<file path="src/hdl/scdl_map.vh">
// constants for the serial control dac loader
//
// Overview of operation
// - while enable low, capture one 12-bit word, one bit per serial clock rise
// - first bit of each word selects which control dac output updates
// - next bit sets output mode on words to dac a; two bits ignored; final eight bits are the dac value
// - enable falling edge starts a new loading cycle
// - both outputs hold until enable rises; then only selected output updates
// - enable high keeps loader disabled; serial clock edges shift nothing
// - test pin low: output mode follows the serially programmed function
// - test pin high: output mode forced to normal
// - grounded mode forces video outputs and dac a to ground; normal follows inputs
`ifndef SCDL_MAP_VH
`define SCDL_MAP_VH
`define SCDL_WORD_BITS 12
`define SCDL_DAC_BITS 8
`define SCDL_SEL_BIT 11
`define SCDL_MODE_BIT 10
`define SCDL_DAC_MSB 7
`define SCDL_DAC_RESET 8'h00
`define SCDL_WORD_RESET 12'h000
`define SCDL_MODE_NORMAL 1'b0
`define SCDL_MODE_GROUNDED 1'b1
`define SCDL_PIN_IDLE 1'b0
`define SCDL_LOAD_IDLE 1'b1
`define SCDL_FLAG_RESET 1'b0
`endif

</file>
<file path="src/hdl/scdl_sync.v">
// two-flop synchroniser with edge detection on the synced level
`timescale 1ns/1ps
module scdl_sync #(
   parameter RESET_VAL = 1'b0
) (
   input wire i_ref_clk, // system clock
   input wire i_sys_rst, // synchronous reset, high
   input wire i_async,   // raw pin
   output wire o_level,  // synchronised level
   output wire o_rise,   // one-cycle pulse on rise
   output wire o_fall    // one-cycle pulse on fall
);
   reg meta_q;
   reg sync_q;
   reg prev_q;
   always @(posedge i_ref_clk) begin
      if (i_sys_rst) begin
         meta_q <= RESET_VAL;
         sync_q <= RESET_VAL;
         prev_q <= RESET_VAL;
      end else begin
         meta_q <= i_async;
         sync_q <= meta_q;
         prev_q <= sync_q;
      end
   end
   assign o_level = sync_q;
   assign o_rise = sync_q & ~prev_q;
   assign o_fall = ~sync_q & prev_q;
endmodule // scdl_sync

</file>
<file path="src/hdl/scdl_loader.v">
// serial loader for two 8-bit control dacs with output mode control
`timescale 1ns/1ps
`include "scdl_map.vh"
module scdl_loader #(
   parameter WORD_BITS = `SCDL_WORD_BITS,
   parameter DAC_BITS = `SCDL_DAC_BITS
) (
   input wire i_ref_clk,                     // 20 MHz system clock
   input wire i_sys_rst,                     // synchronous reset, high
   input wire i_serial_clk,                  // serial shift clock pin
   input wire i_serial_data_in,              // serial data pin
   input wire i_load_enable_n,               // load enable pin, low active
   input wire i_test_mode_pin,               // forces normal mode when high
   output reg [DAC_BITS-1:0] o_control_dac_out_a, // dac a code
   output reg [DAC_BITS-1:0] o_control_dac_out_b, // dac b code
   output reg o_grounded_mode,               // effective output mode, high grounded
   output reg o_dac_a_grounded,              // dac a forced to ground
   output wire o_loading                     // loader active
);
   wire clk_rise;
   wire data_lvl;
   wire load_n_lvl;
   wire load_start;
   wire load_done;
   wire test_lvl;
   wire shift_now;
   reg [WORD_BITS-1:0] shift_q;
   reg [WORD_BITS-1:0] shift_d;
   reg mode_q;
   reg mode_d;
   reg [DAC_BITS-1:0] dac_a_d;
   reg [DAC_BITS-1:0] dac_b_d;
   reg eff_mode;
   reg grounded_d;
   reg dac_a_gnd_d;

   // shift one bit in at the bottom
   function [WORD_BITS-1:0] shift_in;
      input [WORD_BITS-1:0] word;
      input bit_in;
      begin
         shift_in = {word[WORD_BITS-2:0], bit_in};
      end
   endfunction

   // output selector of a word
   function sel_of;
      input [WORD_BITS-1:0] word;
      begin
         sel_of = word[`SCDL_SEL_BIT];
      end
   endfunction

   // mode request of a word
   function mode_of;
      input [WORD_BITS-1:0] word;
      begin
         mode_of = word[`SCDL_MODE_BIT];
      end
   endfunction

   // dac code of a word
   function [DAC_BITS-1:0] code_of;
      input [WORD_BITS-1:0] word;
      begin
         code_of = word[`SCDL_DAC_MSB:0];
      end
   endfunction

   // grounded test of a mode value
   function is_grounded;
      input mode;
      begin
         is_grounded = (mode == `SCDL_MODE_GROUNDED);
      end
   endfunction

   // every pin passes two flops
   scdl_sync #(.RESET_VAL(`SCDL_PIN_IDLE)) u_clk (
      .i_ref_clk(i_ref_clk),
      .i_sys_rst(i_sys_rst),
      .i_async(i_serial_clk),
      .o_level(),
      .o_rise(clk_rise),
      .o_fall()
   );

   scdl_sync #(.RESET_VAL(`SCDL_PIN_IDLE)) u_data (
      .i_ref_clk(i_ref_clk),
      .i_sys_rst(i_sys_rst),
      .i_async(i_serial_data_in),
      .o_level(data_lvl),
      .o_rise(),
      .o_fall()
   );

   scdl_sync #(.RESET_VAL(`SCDL_LOAD_IDLE)) u_load (
      .i_ref_clk(i_ref_clk),
      .i_sys_rst(i_sys_rst),
      .i_async(i_load_enable_n),
      .o_level(load_n_lvl),
      .o_rise(load_done),
      .o_fall(load_start)
   );

   scdl_sync #(.RESET_VAL(`SCDL_PIN_IDLE)) u_test (
      .i_ref_clk(i_ref_clk),
      .i_sys_rst(i_sys_rst),
      .i_async(i_test_mode_pin),
      .o_level(test_lvl),
      .o_rise(),
      .o_fall()
   );

   assign o_loading = ~load_n_lvl;
   assign shift_now = ~load_n_lvl & clk_rise;

   always @* begin
      shift_d = shift_q;
      if (load_start) begin
         shift_d = `SCDL_WORD_RESET;
      end
      if (shift_now) begin
         shift_d = shift_in(shift_d, data_lvl);
      end
   end

   always @* begin
      dac_a_d = o_control_dac_out_a;
      if (load_done & ~sel_of(shift_q)) begin
         dac_a_d = code_of(shift_q);
      end
   end

   always @* begin
      dac_b_d = o_control_dac_out_b;
      if (load_done & sel_of(shift_q)) begin
         dac_b_d = code_of(shift_q);
      end
   end

   always @* begin
      mode_d = mode_q;
      // function set by words to a
      if (load_done & ~sel_of(shift_q)) begin
         mode_d = mode_of(shift_q);
      end
   end

   always @* begin
      if (test_lvl) begin
         eff_mode = `SCDL_MODE_NORMAL;
      end else begin
         eff_mode = mode_q;
      end
   end

   always @* begin
      grounded_d = is_grounded(eff_mode);
      dac_a_gnd_d = is_grounded(eff_mode);
   end

   // registered state and outputs
   always @(posedge i_ref_clk) begin
      if (i_sys_rst) begin
         shift_q <= `SCDL_WORD_RESET;
      end else begin
         shift_q <= shift_d;
      end
   end

   always @(posedge i_ref_clk) begin
      if (i_sys_rst) begin
         mode_q <= `SCDL_MODE_NORMAL;
      end else begin
         mode_q <= mode_d;
      end
   end

   always @(posedge i_ref_clk) begin
      if (i_sys_rst) begin
         o_control_dac_out_a <= `SCDL_DAC_RESET;
      end else begin
         o_control_dac_out_a <= dac_a_d;
      end
   end

   always @(posedge i_ref_clk) begin
      if (i_sys_rst) begin
         o_control_dac_out_b <= `SCDL_DAC_RESET;
      end else begin
         o_control_dac_out_b <= dac_b_d;
      end
   end

   always @(posedge i_ref_clk) begin
      if (i_sys_rst) begin
         o_grounded_mode <= `SCDL_MODE_NORMAL;
      end else begin
         o_grounded_mode <= grounded_d;
      end
   end

   always @(posedge i_ref_clk) begin
      if (i_sys_rst) begin
         o_dac_a_grounded <= `SCDL_FLAG_RESET;
      end else begin
         o_dac_a_grounded <= dac_a_gnd_d;
      end
   end
endmodule // scdl_loader

</file>
<file path="config.mk">
export PLATFORM = sky130hd
export DESIGN_NAME = scdl_loader
export DESIGN_NICKNAME = d
export VERILOG_FILES = /design/src/hdl/scdl_sync.v /design/src/hdl/scdl_loader.v
export VERILOG_INCLUDE_DIRS = /design/src /design/src/hdl
export SDC_FILE = /design/constraint.sdc
export NUM_CORES = 1
export LEC_CHECK = 0
export BUFFER_PORTS_ARGS = -buffer_cell sky130_fd_sc_hd__buf_2
export CAP_MARGIN = 15
export CORE_MARGIN = 2
export CORE_UTILIZATION = 44
export DETAILED_ROUTE_END_ITERATION = 6
export PLACE_DENSITY_LB_ADDON = 0.25
export SLEW_MARGIN = 30
export SYNTH_ARGS = -nofsm -noshare
export SYNTH_HDL_FRONTEND = slang
export SYNTH_SLANG_ARGS = --single-unit
export TNS_END_PERCENT = 20
</file>
<file path="constraint.sdc">
create_clock -name i_ref_clk -period 1.4 [get_ports i_ref_clk]
set_clock_uncertainty 0.2 [all_clocks]
set_input_delay 0 -clock i_ref_clk [delete_from_list [all_inputs] [get_ports i_ref_clk]]
set_output_delay 0 -clock i_ref_clk [all_outputs]
set_load 0.01 [all_outputs]
</file>
==> key figures, run 1 <==
Final layout
  – Share of cells above drive strength 1: 0.249
  – Final core utilization: 0.568
  – Fin nets: 198
  – Most common cell after layout, fill and taps aside: nand2_1
  – Synth-to-Final Area Change: 24.2%
  – Most frequent cells in the layout: 57 x nand2_1, 39 x dfxtp_1, 28 x a21oi_1, 24 x buf_2, 8 x dlygate4sd3_1
  – # diodes: 0
  – Filler Cell Count: 275

GRT
  – First-pass GRT wire length: 4.35 mm
  – Gr ovfl total: 0
  – Total GRT Usage: 0.164
  – Initial antenna violation count: 0
  – Number of global-route vias before repair: 1011
  – Largest net degree at the start of global routing: 20

Yosys
  – Seq cells post-synth: 40
  – Async set or reset register ratio after synthesis: 0
  – Top post-synthesis cells by area: dfxtp_1 58%, nand2_1 16%, a21oi_1 11%
  – Synth top area share: 0.583
  – Synth Flop Type: dfxtp_1
  – Cell accounting for the most synthesized area: dfxtp_1
  – Mean post-synth cell area: 8.74 um^2
  – Syn nets: about 160
  – Post-synthesis sequential area ratio: 0.583
  – Count of cell types in the netlist: 18
  – Warnings from Yosys: 0
  – Post-synth EDFFs: 0
  – Syn Inst Count: about 160
  – Area of the mapped netlist: roughly 1400 um^2

Die
  – Die W: roughly 60 um
  – Rows: 20
  – DIE AREA: 3580 um^2
  – I/O Pins: 25
  – Die height: roughly 60 um
  – Core area: 3000 um^2
  – Initial Utilization: 0.457

Clock tree
  – Clk buf depth: 2
  – Total CTS buffers: 5
  – Clk sink count: 40
  – H-tree levels: 2
  – CTS tree: yes
  – Clock latency on the worst-skew pair: 340 ps
  – Root Buffer: clkbuf_4
  – Clk slew on worst S/H paths: between 100 and 150 ps

Critical path
  – Crit-path max cell delay: 550 ps
  – CP Capture Type: flop
  – CP max FO: 12
  – Slack of the worst reg-to-reg path: 90 ps
  – Data required, critical path: 1430 ps
  – Critical R2R Launch: sel_of.word[11]
  – CP max stage cell: dlygate4sd3_1
  – Cell Chain, Critical Path: dlygate4sd3_1 -> buf_2 -> nor2b_1 -> dlygate4sd3_1
  – Cell repeated most along the worst path: dlygate4sd3_1
  – Critical path type: input pin to flop
  – R2R cell count: 4
  – Startpoint type of the worst setup path: input pin
  – Worst Path Arrival: 1350 ps
  – R2r endpoint: o_control_dac_out_b[1]

Timing
  – Slew margin rel.: 0.775
  – RSZ-0062 raised after global routing: false
  – Worst-Margin Slew: 337 ps
  – Highest Clock Rate: around 760 MHz
  – Final worst path period share: 0.942
  – Fin crit period: 1320 ps
  – Final hold viol count: 0
  – Slew Viols, Final: 0
  – Final setup violating endpoints: 0

Detailed routing
  – Routed Antenna Nets: 0
  – Wirelength per Cell: roughly 12 um
  – Detail-routed via count per cell: 4.91
  – Drt pass-1 iters: 4
  – Via count: 1110
  – DRT Wirelength: about 2.7 mm
  – Number of DRC markers in iteration 0: 26
  – Drt drc: 0

Min path
  – Hold Path Cell Cnt: 3
  – HP Class: input pin to flop
  – HP Start: i_load_enable_n
  – Hold EP: u_load.meta_q

Placement
  – Gpl congestion: slightly below 0.8
  – DP Wirelength: 1.82 mm
  – IO buf count: 24

Outcome
  – Status: finished, final reports clean

Power
  – LEAKAGE: 0.677 nW
  – Total Power: 2.07 mW
  – Max VDD drop: 0.718 mV
  – PD cells: approximately 1200 nW/um^2

Flow run
  – Max cap viols: 0
## state kept, by name, indices dropped and copies added, names as in the netlist
register / cells
u_test.o_level: 1
sel_of.word: 12
u_clk.prev_q: 1
u_load.o_level: 1
u_clk.o_level: 1
u_test.meta_q: 1
o_dac_a_grounded: 1
u_load.meta_q: 1
u_data.o_level: 1
u_clk.meta_q: 1
o_control_dac_out_b: 8
u_data.meta_q: 1
mode_q: 1
u_load.prev_q: 1
o_control_dac_out_a: 8
## synth_stat cells, types with 2 or more instances
| cell | instances |
|---|---|
| a21oi_1 | 29 |
| buf_2 | 3 |
| buf_6 | 2 |
| clkbuf_1 | 4 |
| dfxtp_1 | 40 |
| nand2_1 | 57 |
| nand2b_1 | 2 |
| nor2b_1 | 7 |
| nor3b_2 | 2 |
| or2_2 | 3 |
## critical path, delay by kind of cell
family        cells  cell delay, ps
simple gates      1              60
buf+inv           3            1280
## report_power, final
part,total [mW],switching (mW),internal (mW)
Combinational,0.0728,0.0344,0.0384
Clock,0.841,0.366,0.474
Sequential,1.15,0.00487,1.15
Total,2.07,0.406,1.66
## cell families (layout without fill, tap and decap cells)
kind of cell	Yosys count	after routing	synth area share
AO/OA/AOI/OAI	29	29	0.106
buffers and inverters	11	47	0.0465
flip-flops	40	40	0.583
AND/OR/NAND/NOR	77	77	0.264
## layer usage
| layer | vias up | part of all wire | track usage |
|---|---|---|---|
| li1 | 572 | - | - |
| met1 | 517 | 0.48 | 0.206 |
| met2 | 16 | 0.47 | 0.255 |
| met3 | 5 | 0.028 | 0.0390 |
| met4 | 0 | 0.018 | 0.0984 |
| met5 | - | 0 | 0 |
## how the worst max path moves through the flow
stage | from | endpoint | slack (ps)
finish | i_sys_rst | u_data.meta_q | 80
global route | u_load.o_level | sel_of.word[9] | 20
CTS | u_load.o_level | sel_of.word[9] | 20
detailed placement | u_load.o_level | o_control_dac_out_a[1] | -1
global placement | u_load.o_level | o_control_dac_out_a[2] | 60
floorplan | u_load.o_level | sel_of.word[10] | 20
## timing repair
| action | in CTS | in global routing |
|---|---|---|
| hold endpoints to repair | 25 | 0 |
| endpoints found under the setup margin | 4 | 18 |
| buffers inserted | 0 | 0 |
| hold buffers | 8 | 0 |
| resized for setup | 1 | 3 |
## per-stage QoR
stage               cell area, um^2  instances  hold slack [ps]  TNS [ps]  worst slack, ps
floorplan                      1370        157            -96.2         0             23.2
global placement               1520        210            -18.2         0             63.1
detailed placement             1520        210            -12.1     -1.19            -1.19
CTS                            1700        226              161         0             21.7
global route                   1700        226              194         0             15.3
finish                         1700        226              176         0             81.6
## area by class of cell
type                    instances  area (um^2)  area share
clock buffers                   7         65.1      0.0382
flip-flops and latches         40          802       0.471
clock inverters                 1         30.0      0.0176
repair buffers                 38          245       0.144
inverters                       1         3.75     0.00220
multi-input cells             106          517       0.303
well taps                      33         41.3      0.0242
No activity file was read; power rests on OpenSTA's default activity.
==> run 2, diff against run 1 <==
--- a/config.mk
+++ b/config.mk
@@ -6,11 +6,11 @@
 export SDC_FILE = /design/constraint.sdc
 export NUM_CORES = 1
 export LEC_CHECK = 0
-export BUFFER_PORTS_ARGS = -buffer_cell sky130_fd_sc_hd__buf_2
 export CAP_MARGIN = 15
 export CORE_MARGIN = 2
 export CORE_UTILIZATION = 44
 export DETAILED_ROUTE_END_ITERATION = 6
+export DONT_BUFFER_PORTS = 1
 export PLACE_DENSITY_LB_ADDON = 0.25
 export SLEW_MARGIN = 30
 export SYNTH_ARGS = -nofsm -noshare
==> run 2 against run 1 <==
- the flow now finishes with violations (negative hold slack)
- sequential power about the same
- design area decreased by 6.7%
- core utilization decreased by 3.8 points
- first-iteration DRC count increased by 31%
- hold slack got worse by 670 ps
- via count decreased by 5.7%
- critical path depth decreased by 2
- sequential share of layout area increased by 3.4 points
- die area unchanged
- wire length decreased by 6.5%
- non-clock buffer count decreased by 22
- largest cell class unchanged
==> key figures, run 2 (synthesis results as in run 1) <==
Clock tree
  – CTS tree: yes (unchanged)
  – Total CTS buffers: 5 (unchanged)
  – H-tree levels: 2 (unchanged)
  – # hold bufs at CTS: 10 (was 8)
  – Clk sink count: 40 (unchanged)
  – Root Buffer: clkbuf_4 (unchanged)
  – Clock latency on the worst-skew pair: 350 ps (was 340 ps)
  – Clk buf depth: 2 (unchanged)
  – Clk slew on worst S/H paths: 120 ps (was 110 ps)

Timing
  – Worst-Margin Slew: 207 ps (was 337 ps)
  – Fin crit period: 1310 ps (was 1320 ps)
  – Slew margin rel.: 0.862 (was 0.775)
  – Min Hold Slack: -497 ps (was 176 ps)
  – Final worst path period share: 0.938 (was 0.942)
  – Final hold viol count: 31 (was 0)
  – Highest Clock Rate: 761 MHz (was 758 MHz)
  – Final setup violating endpoints: 0 (unchanged)
  – RSZ-0062 raised after global routing: false (unchanged)
  – Slew Viols, Final: 0 (unchanged)

Flow run
  – Max cap viols: 0 (unchanged)

GRT
  – Gr ovfl total: 0 (unchanged)
  – Largest net degree at the start of global routing: 31 (was 20)
  – Total GRT Usage: 0.164 (about the same)
  – Initial antenna violation count: 0 (unchanged)
  – Number of global-route vias before repair: 1005 (was 1011)
  – First-pass GRT wire length: 4.22 mm (was 4.35 mm)

Placement
  – IO buf count: 0 (was 24)
  – DP Wirelength: 1.66 mm (was 1.82 mm)
  – Placed cells: 185 (was 210)
  – Gpl congestion: 0.784 (was 0.795)

Critical path
  – Critical path type: flop to flop (was input pin to flop)
  – Worst Path Arrival: 1410 ps (was 1350 ps)
  – Startpoint type of the worst setup path: flop (was input pin)
  – CP max FO: 2 (was 12)
  – CP Capture Type: flop (unchanged)
  – Data required, critical path: 1500 ps (was 1430 ps)

Detailed routing
  – Detail-routed via count per cell: 5.13 (was 4.91)
  – Drt pass-1 iters: 4 (unchanged)
  – Via count: 1047 (was 1110)
  – Wirelength per Cell: 12.2 um (was 11.8 um)
  – Drt drc: 0 (unchanged)
  – DRT Wirelength: 2.49 mm (was 2.66 mm)
  – Routed Antenna Nets: 0 (unchanged)
  – Number of DRC markers in iteration 0: 34 (was 26)

Die
  – Die W: 59.9 um (unchanged)
  – DIE AREA: 3580 um^2 (unchanged)
  – Die height: 59.9 um (unchanged)
  – Core area: 3000 um^2 (unchanged)
  – I/O Pins: 25 (unchanged)
  – Rows: 20 (unchanged)
  – Initial Utilization: 0.457 (unchanged)

Final layout
  – Synth-to-Final Area Change: 15.9% (was 24.2%)
  – Most frequent cells in the layout: 57 x nand2_1, 39 x dfxtp_1, 29 x a21oi_1, 10 x dlygate4sd3_1, 7 x nor2b_1 (was 57 x nand2_1, 39 x dfxtp_1, 28 x a21oi_1, 24 x buf_2, 8 x dlygate4sd3_1)
  – Most common cell after layout, fill and taps aside: nand2_1 (unchanged)
  – Share of cells above drive strength 1: 0.140 (was 0.249)
  – # diodes: 0 (unchanged)
  – Fin nets: 176 (was 198)
  – Final core utilization: 0.530 (was 0.568)
  – Max FFs per register: 12 (unchanged)
  – Non-filler cells, final: 204 (was 226)

Outcome
  – Status: complete, but fails checks (was finished, final reports clean)
  – Failing checks: negative hold slack

Power
  – LEAKAGE: 0.559 nW (was 0.677 nW)
  – PD cells: 1230 nW/um^2 (was 1210 nW/um^2)
  – Max VDD drop: 0.460 mV (was 0.718 mV)

Min path
  – HP Class: input pin to flop (unchanged)
## run 2: power breakdown
part | switching (mW) | leakage (nW) | total (mW) | internal (mW)
logic | 0.0191 | 0.194 | 0.0500 | 0.0309
registers | 0.00471 | 0.324 | 1.15 | 1.15
clock network | 0.383 | 0.0412 | 0.755 | 0.372
## run 2: final timing paths
| check | start | to | slack, ps | cells past startpoint |
|---|---|---|---|---|
| worst min-delay path | i_sys_rst | o_control_dac_out_b[7] | -500 | 1 |
| worst max register to register | mode_q | o_dac_a_grounded | 90 | 2 |
| worst max-delay path | mode_q | o_dac_a_grounded | 90 | 2 |
| worst min register to register | u_load.meta_q | u_load.o_level | 220 | 1 |
## run 2: metrics by stage
| stage | hold WS [ps] | setup WS, ps | cell area (um^2) | TNS (ps) | total power [mW] |
|---|---|---|---|---|---|
| CTS | -519 | 28.0 | 1570 | 0 | 1.98 |
| detailed placement | -126 | -5.27 | 1390 | -5.71 | 1.21 |
| global placement | -127 | 73.9 | 1390 | 0 | 1.21 |
| global route | -536 | 11.3 | 1590 | 0 | 2.04 |
| finish | -497 | 86.6 | 1590 | 0 | 1.96 |
| floorplan | -96.2 | 23.2 | 1370 | 0 | 1.22 |
## run 2: routing by layer
layer | track usage | vias up | wire, um
li1 | - | 528 | -
met1 | 0.182 | 485 | 1140
met2 | 0.253 | 27 | 1140
met3 | 0.0693 | 7 | 127
met4 | 0.111 | 0 | 76
met5 | 0 | - | 0
## run 2: what timing repair did
item	in CTS	in global routing
setup endpoints to repair	9	23
pin swaps	0	1
hold endpoints to repair	40	31
gates resized for setup	1	4
setup buffers	0	1
## run 2: cell type report
type | instances | area [um^2]
fillers | 282 | 1410
flip-flops and latches | 40 | 802
multi-input cells | 106 | 514
repair buffers | 16 | 149
clock inverters | 3 | 42.5
well taps | 33 | 41.3
clock buffers | 5 | 37.5
inverters | 1 | 3.75
## run 2: worst max-delay path, cell delays in order, from the launching register on
cell and delay, ps:
dfxtp_1 350, nor3b_1 160, dlygate4sd3_1 550
==> run 3, diff against run 2 <==
--- a/config.mk
+++ b/config.mk
@@ -8,9 +8,10 @@
 export LEC_CHECK = 0
 export CAP_MARGIN = 15
 export CORE_MARGIN = 2
-export CORE_UTILIZATION = 44
+export CORE_UTILIZATION = 32
 export DETAILED_ROUTE_END_ITERATION = 6
 export DONT_BUFFER_PORTS = 1
+export HOLD_SLACK_MARGIN = 0.03
 export PLACE_DENSITY_LB_ADDON = 0.25
 export SLEW_MARGIN = 30
 export SYNTH_ARGS = -nofsm -noshare
==> run 3 against run 2 <==
- the flow still finishes with violations (negative hold slack)
- die area grew 35%
- first-iteration DRC count is 29% higher
- critical path depth rose by 1
- sequential cell count stayed put
- register-to-register slack worse by 30 ps
- core utilization is 12 points lower
- non-clock buffer count up 2
- sequential share of layout area down 2.1 points
- clock power down 5.6%
- wire length rose by 9.7%
- sequential power about the same
- critical path type is now input pin to flop
- critical endpoint is now u_load.meta_q
- largest cell class unchanged
- largest power group unchanged
- highest routed layer unchanged
==> key figures, run 3 (synthesis results as in run 1) <==
Die
  – Die W: 69.5 um (was 59.9 um)
  – Core area: 4060 um^2 (was 3000 um^2)
  – DIE AREA: 4830 um^2 (was 3580 um^2)
  – I/O Pins: 25 (unchanged)
  – Initial Utilization: 0.338 (was 0.457)
  – Die height: 69.5 um (was 59.9 um)
  – Rows: 23 (was 20)

Critical path
  – CP max stage cell: dlygate4sd3_1 (unchanged)
  – Worst Path Arrival: 1330 ps (was 1410 ps)
  – Slack of the worst reg-to-reg path: 50 ps (was 90 ps)
  – CP max FO: 1 (was 2)
  – Startpoint type of the worst setup path: input pin (was flop)
  – Cell Chain, Critical Path: dlygate4sd3_1 -> or2_2 -> dlygate4sd3_1 (was nor3b_1 -> dlygate4sd3_1)
  – Data required, critical path: 1380 ps (was 1500 ps)
  – CP Capture Type: flop (unchanged)
  – Crit-path max cell delay: 550 ps (about the same)
  – Cell repeated most along the worst path: dlygate4sd3_1
  – Critical path type: input pin to flop (was flop to flop)

Timing
  – Final WS setup: 51.7 ps (was 86.6 ps)
  – Slew margin rel.: 0.762 (was 0.862)
  – RSZ-0062 raised after global routing: true (was false)
  – Final worst path period share: 0.963 (was 0.938)
  – Fin crit period: 1350 ps (was 1310 ps)
  – Min Hold Slack: -433 ps (was -497 ps)
  – Slew Viols, Final: 0 (unchanged)
  – Final hold viol count: 31 (unchanged)
  – Final setup violating endpoints: 0 (unchanged)
  – Highest Clock Rate: 742 MHz (was 761 MHz)
  – Worst-Margin Slew: 356 ps (was 207 ps)

Detailed routing
  – DRT Wirelength: 2.73 mm (was 2.49 mm)
  – Wirelength per Cell: 12.3 um (was 12.2 um)
  – Routed Antenna Nets: 0 (unchanged)
  – Via count: 989 (was 1047)
  – Number of DRC markers in iteration 0: 44 (was 34)
  – Drt pass-1 iters: 4 (unchanged)
  – Detail-routed via count per cell: 4.45 (was 5.13)
  – Drt drc: 0 (unchanged)

Placement
  – Pre-CTS setup slack: 29.0 ps (was -5.27 ps)
  – IO buf count: 0 (unchanged)
  – Gpl congestion: 0.694 (was 0.784)
  – DP Wirelength: 1.82 mm (was 1.66 mm)

Clock tree
  – H-tree levels: 2 (unchanged)
  – Clk slew on worst S/H paths: 80 ps (was 120 ps)
  – Clock latency on the worst-skew pair: 290 ps (was 350 ps)
  – Root Buffer: clkbuf_8 (was clkbuf_4)
  – # hold bufs at CTS: 10 (unchanged)
  – Clk sink count: 40 (unchanged)
  – Total CTS buffers: 5 (unchanged)
  – CTS tree: yes (unchanged)
  – Clk buf depth: 2 (unchanged)

Min path
  – HP Class: input pin to flop (unchanged)

Final layout
  – # diodes: 0 (unchanged)
  – Final core utilization: 0.409 (was 0.530)
  – Most common cell after layout, fill and taps aside: nand2_1 (unchanged)
  – Max FFs per register: 12 (unchanged)
  – Fin nets: 178 (was 176)
  – Synth-to-Final Area Change: 21.1% (was 15.9%)
  – Most frequent cells in the layout: 56 x nand2_1, 38 x dfxtp_1, 26 x a21oi_1, 10 x dlygate4sd3_1, 7 x nor2b_1 (was 57 x nand2_1, 39 x dfxtp_1, 29 x a21oi_1, 10 x dlygate4sd3_1, 7 x nor2b_1)
  – Share of cells above drive strength 1: 0.180 (was 0.140)

GRT
  – Total GRT Usage: 0.128 (was 0.164)
  – Initial antenna violation count: 0 (unchanged)
  – Largest net degree at the start of global routing: 31 (unchanged)
  – Number of global-route vias before repair: 1034 (was 1005)
  – Gr ovfl total: 0 (unchanged)
  – First-pass GRT wire length: 4.84 mm (was 4.22 mm)

Outcome
  – Status: complete, but fails checks (unchanged)
  – Failing checks: negative hold slack (unchanged)

Flow run
  – Max cap viols: 0 (unchanged)

Power
  – Total Power: 1.92 mW (was 1.96 mW)
  – Max VDD drop: 0.677 mV (was 0.460 mV)
  – LEAKAGE: 0.577 nW (was 0.559 nW)
  – PD cells: 1160 nW/um^2 (was 1230 nW/um^2)
==> run 3: cell types whose count changed in the layout (fill, tap and decap cells not counted), moves of 2 or more <==
cell | previous run | this run
a21oi_2 | 0 | 3
clkbuf_4 | 5 | 0
a21oi_1 | 29 | 26
buf_6 | 1 | 3
clkbuf_8 | 0 | 5
==> run 3: final cells by class <==
type / instances / area, um^2
Fill cell: 399 / 2400
Sequential cell: 40 / 803
Multi-Input combinational cell: 106 / 539
Timing Repair Buffer: 18 / 171
Clock buffer: 5 / 68.8
Tap cell: 50 / 62.6
Clock inverter: 2 / 12.5
Inverter: 1 / 3.75
==> run 3: path summary, 6_finish.rpt <==
kind | end | cells after the start | start
worst max-delay path | u_load.meta_q | 3 | i_load_enable_n
worst min-delay path | mode_q | 1 | i_sys_rst
worst max register to register | sel_of.word[8] | 5 | u_load.o_level
worst min register to register | u_load.o_level | 1 | u_load.meta_q
==> run 3: worst max-delay path, delay by kind of cell <==
kind                   cells  cell delay (ps)
buffers and inverters      2             1070
and+or+nand+nor            1              260
==> run 3: power breakdown <==
group	total [mW]	leakage, nW	switching (mW)	internal (mW)
clock network	0.713	0.0400	0.376	0.337
logic	0.0556	0.212	0.0219	0.0338
registers	1.16	0.324	0.00564	1.15
==> run 3: timing repair <==
| action | CTS | global route |
|---|---|---|
| setup buffers | 0 | 0 |
| setup endpoints to repair | 0 | 30 |
| gates resized for setup | 0 | 15 |
| hold endpoints to repair | 40 | 31 |
==> run 3: through the flow <==
step	TNS, ps	instance area [um^2]	cells
after CTS	0	1610	221
after floorplan	0	1370	157
final	0	1660	222
after global routing	-62.5	1660	222
after global placement	0	1430	204
after detailed placement	0	1430	204
==> run 3: per-layer routing <==
layer | up-vias | share of wire | global-route usage
met5 | - | 0 | 0
met4 | 0 | 0.0077 | 0.0392
met3 | 4 | 0.069 | 0.0640
met2 | 30 | 0.48 | 0.213
met1 | 421 | 0.45 | 0.145
li1 | 534 | - | -
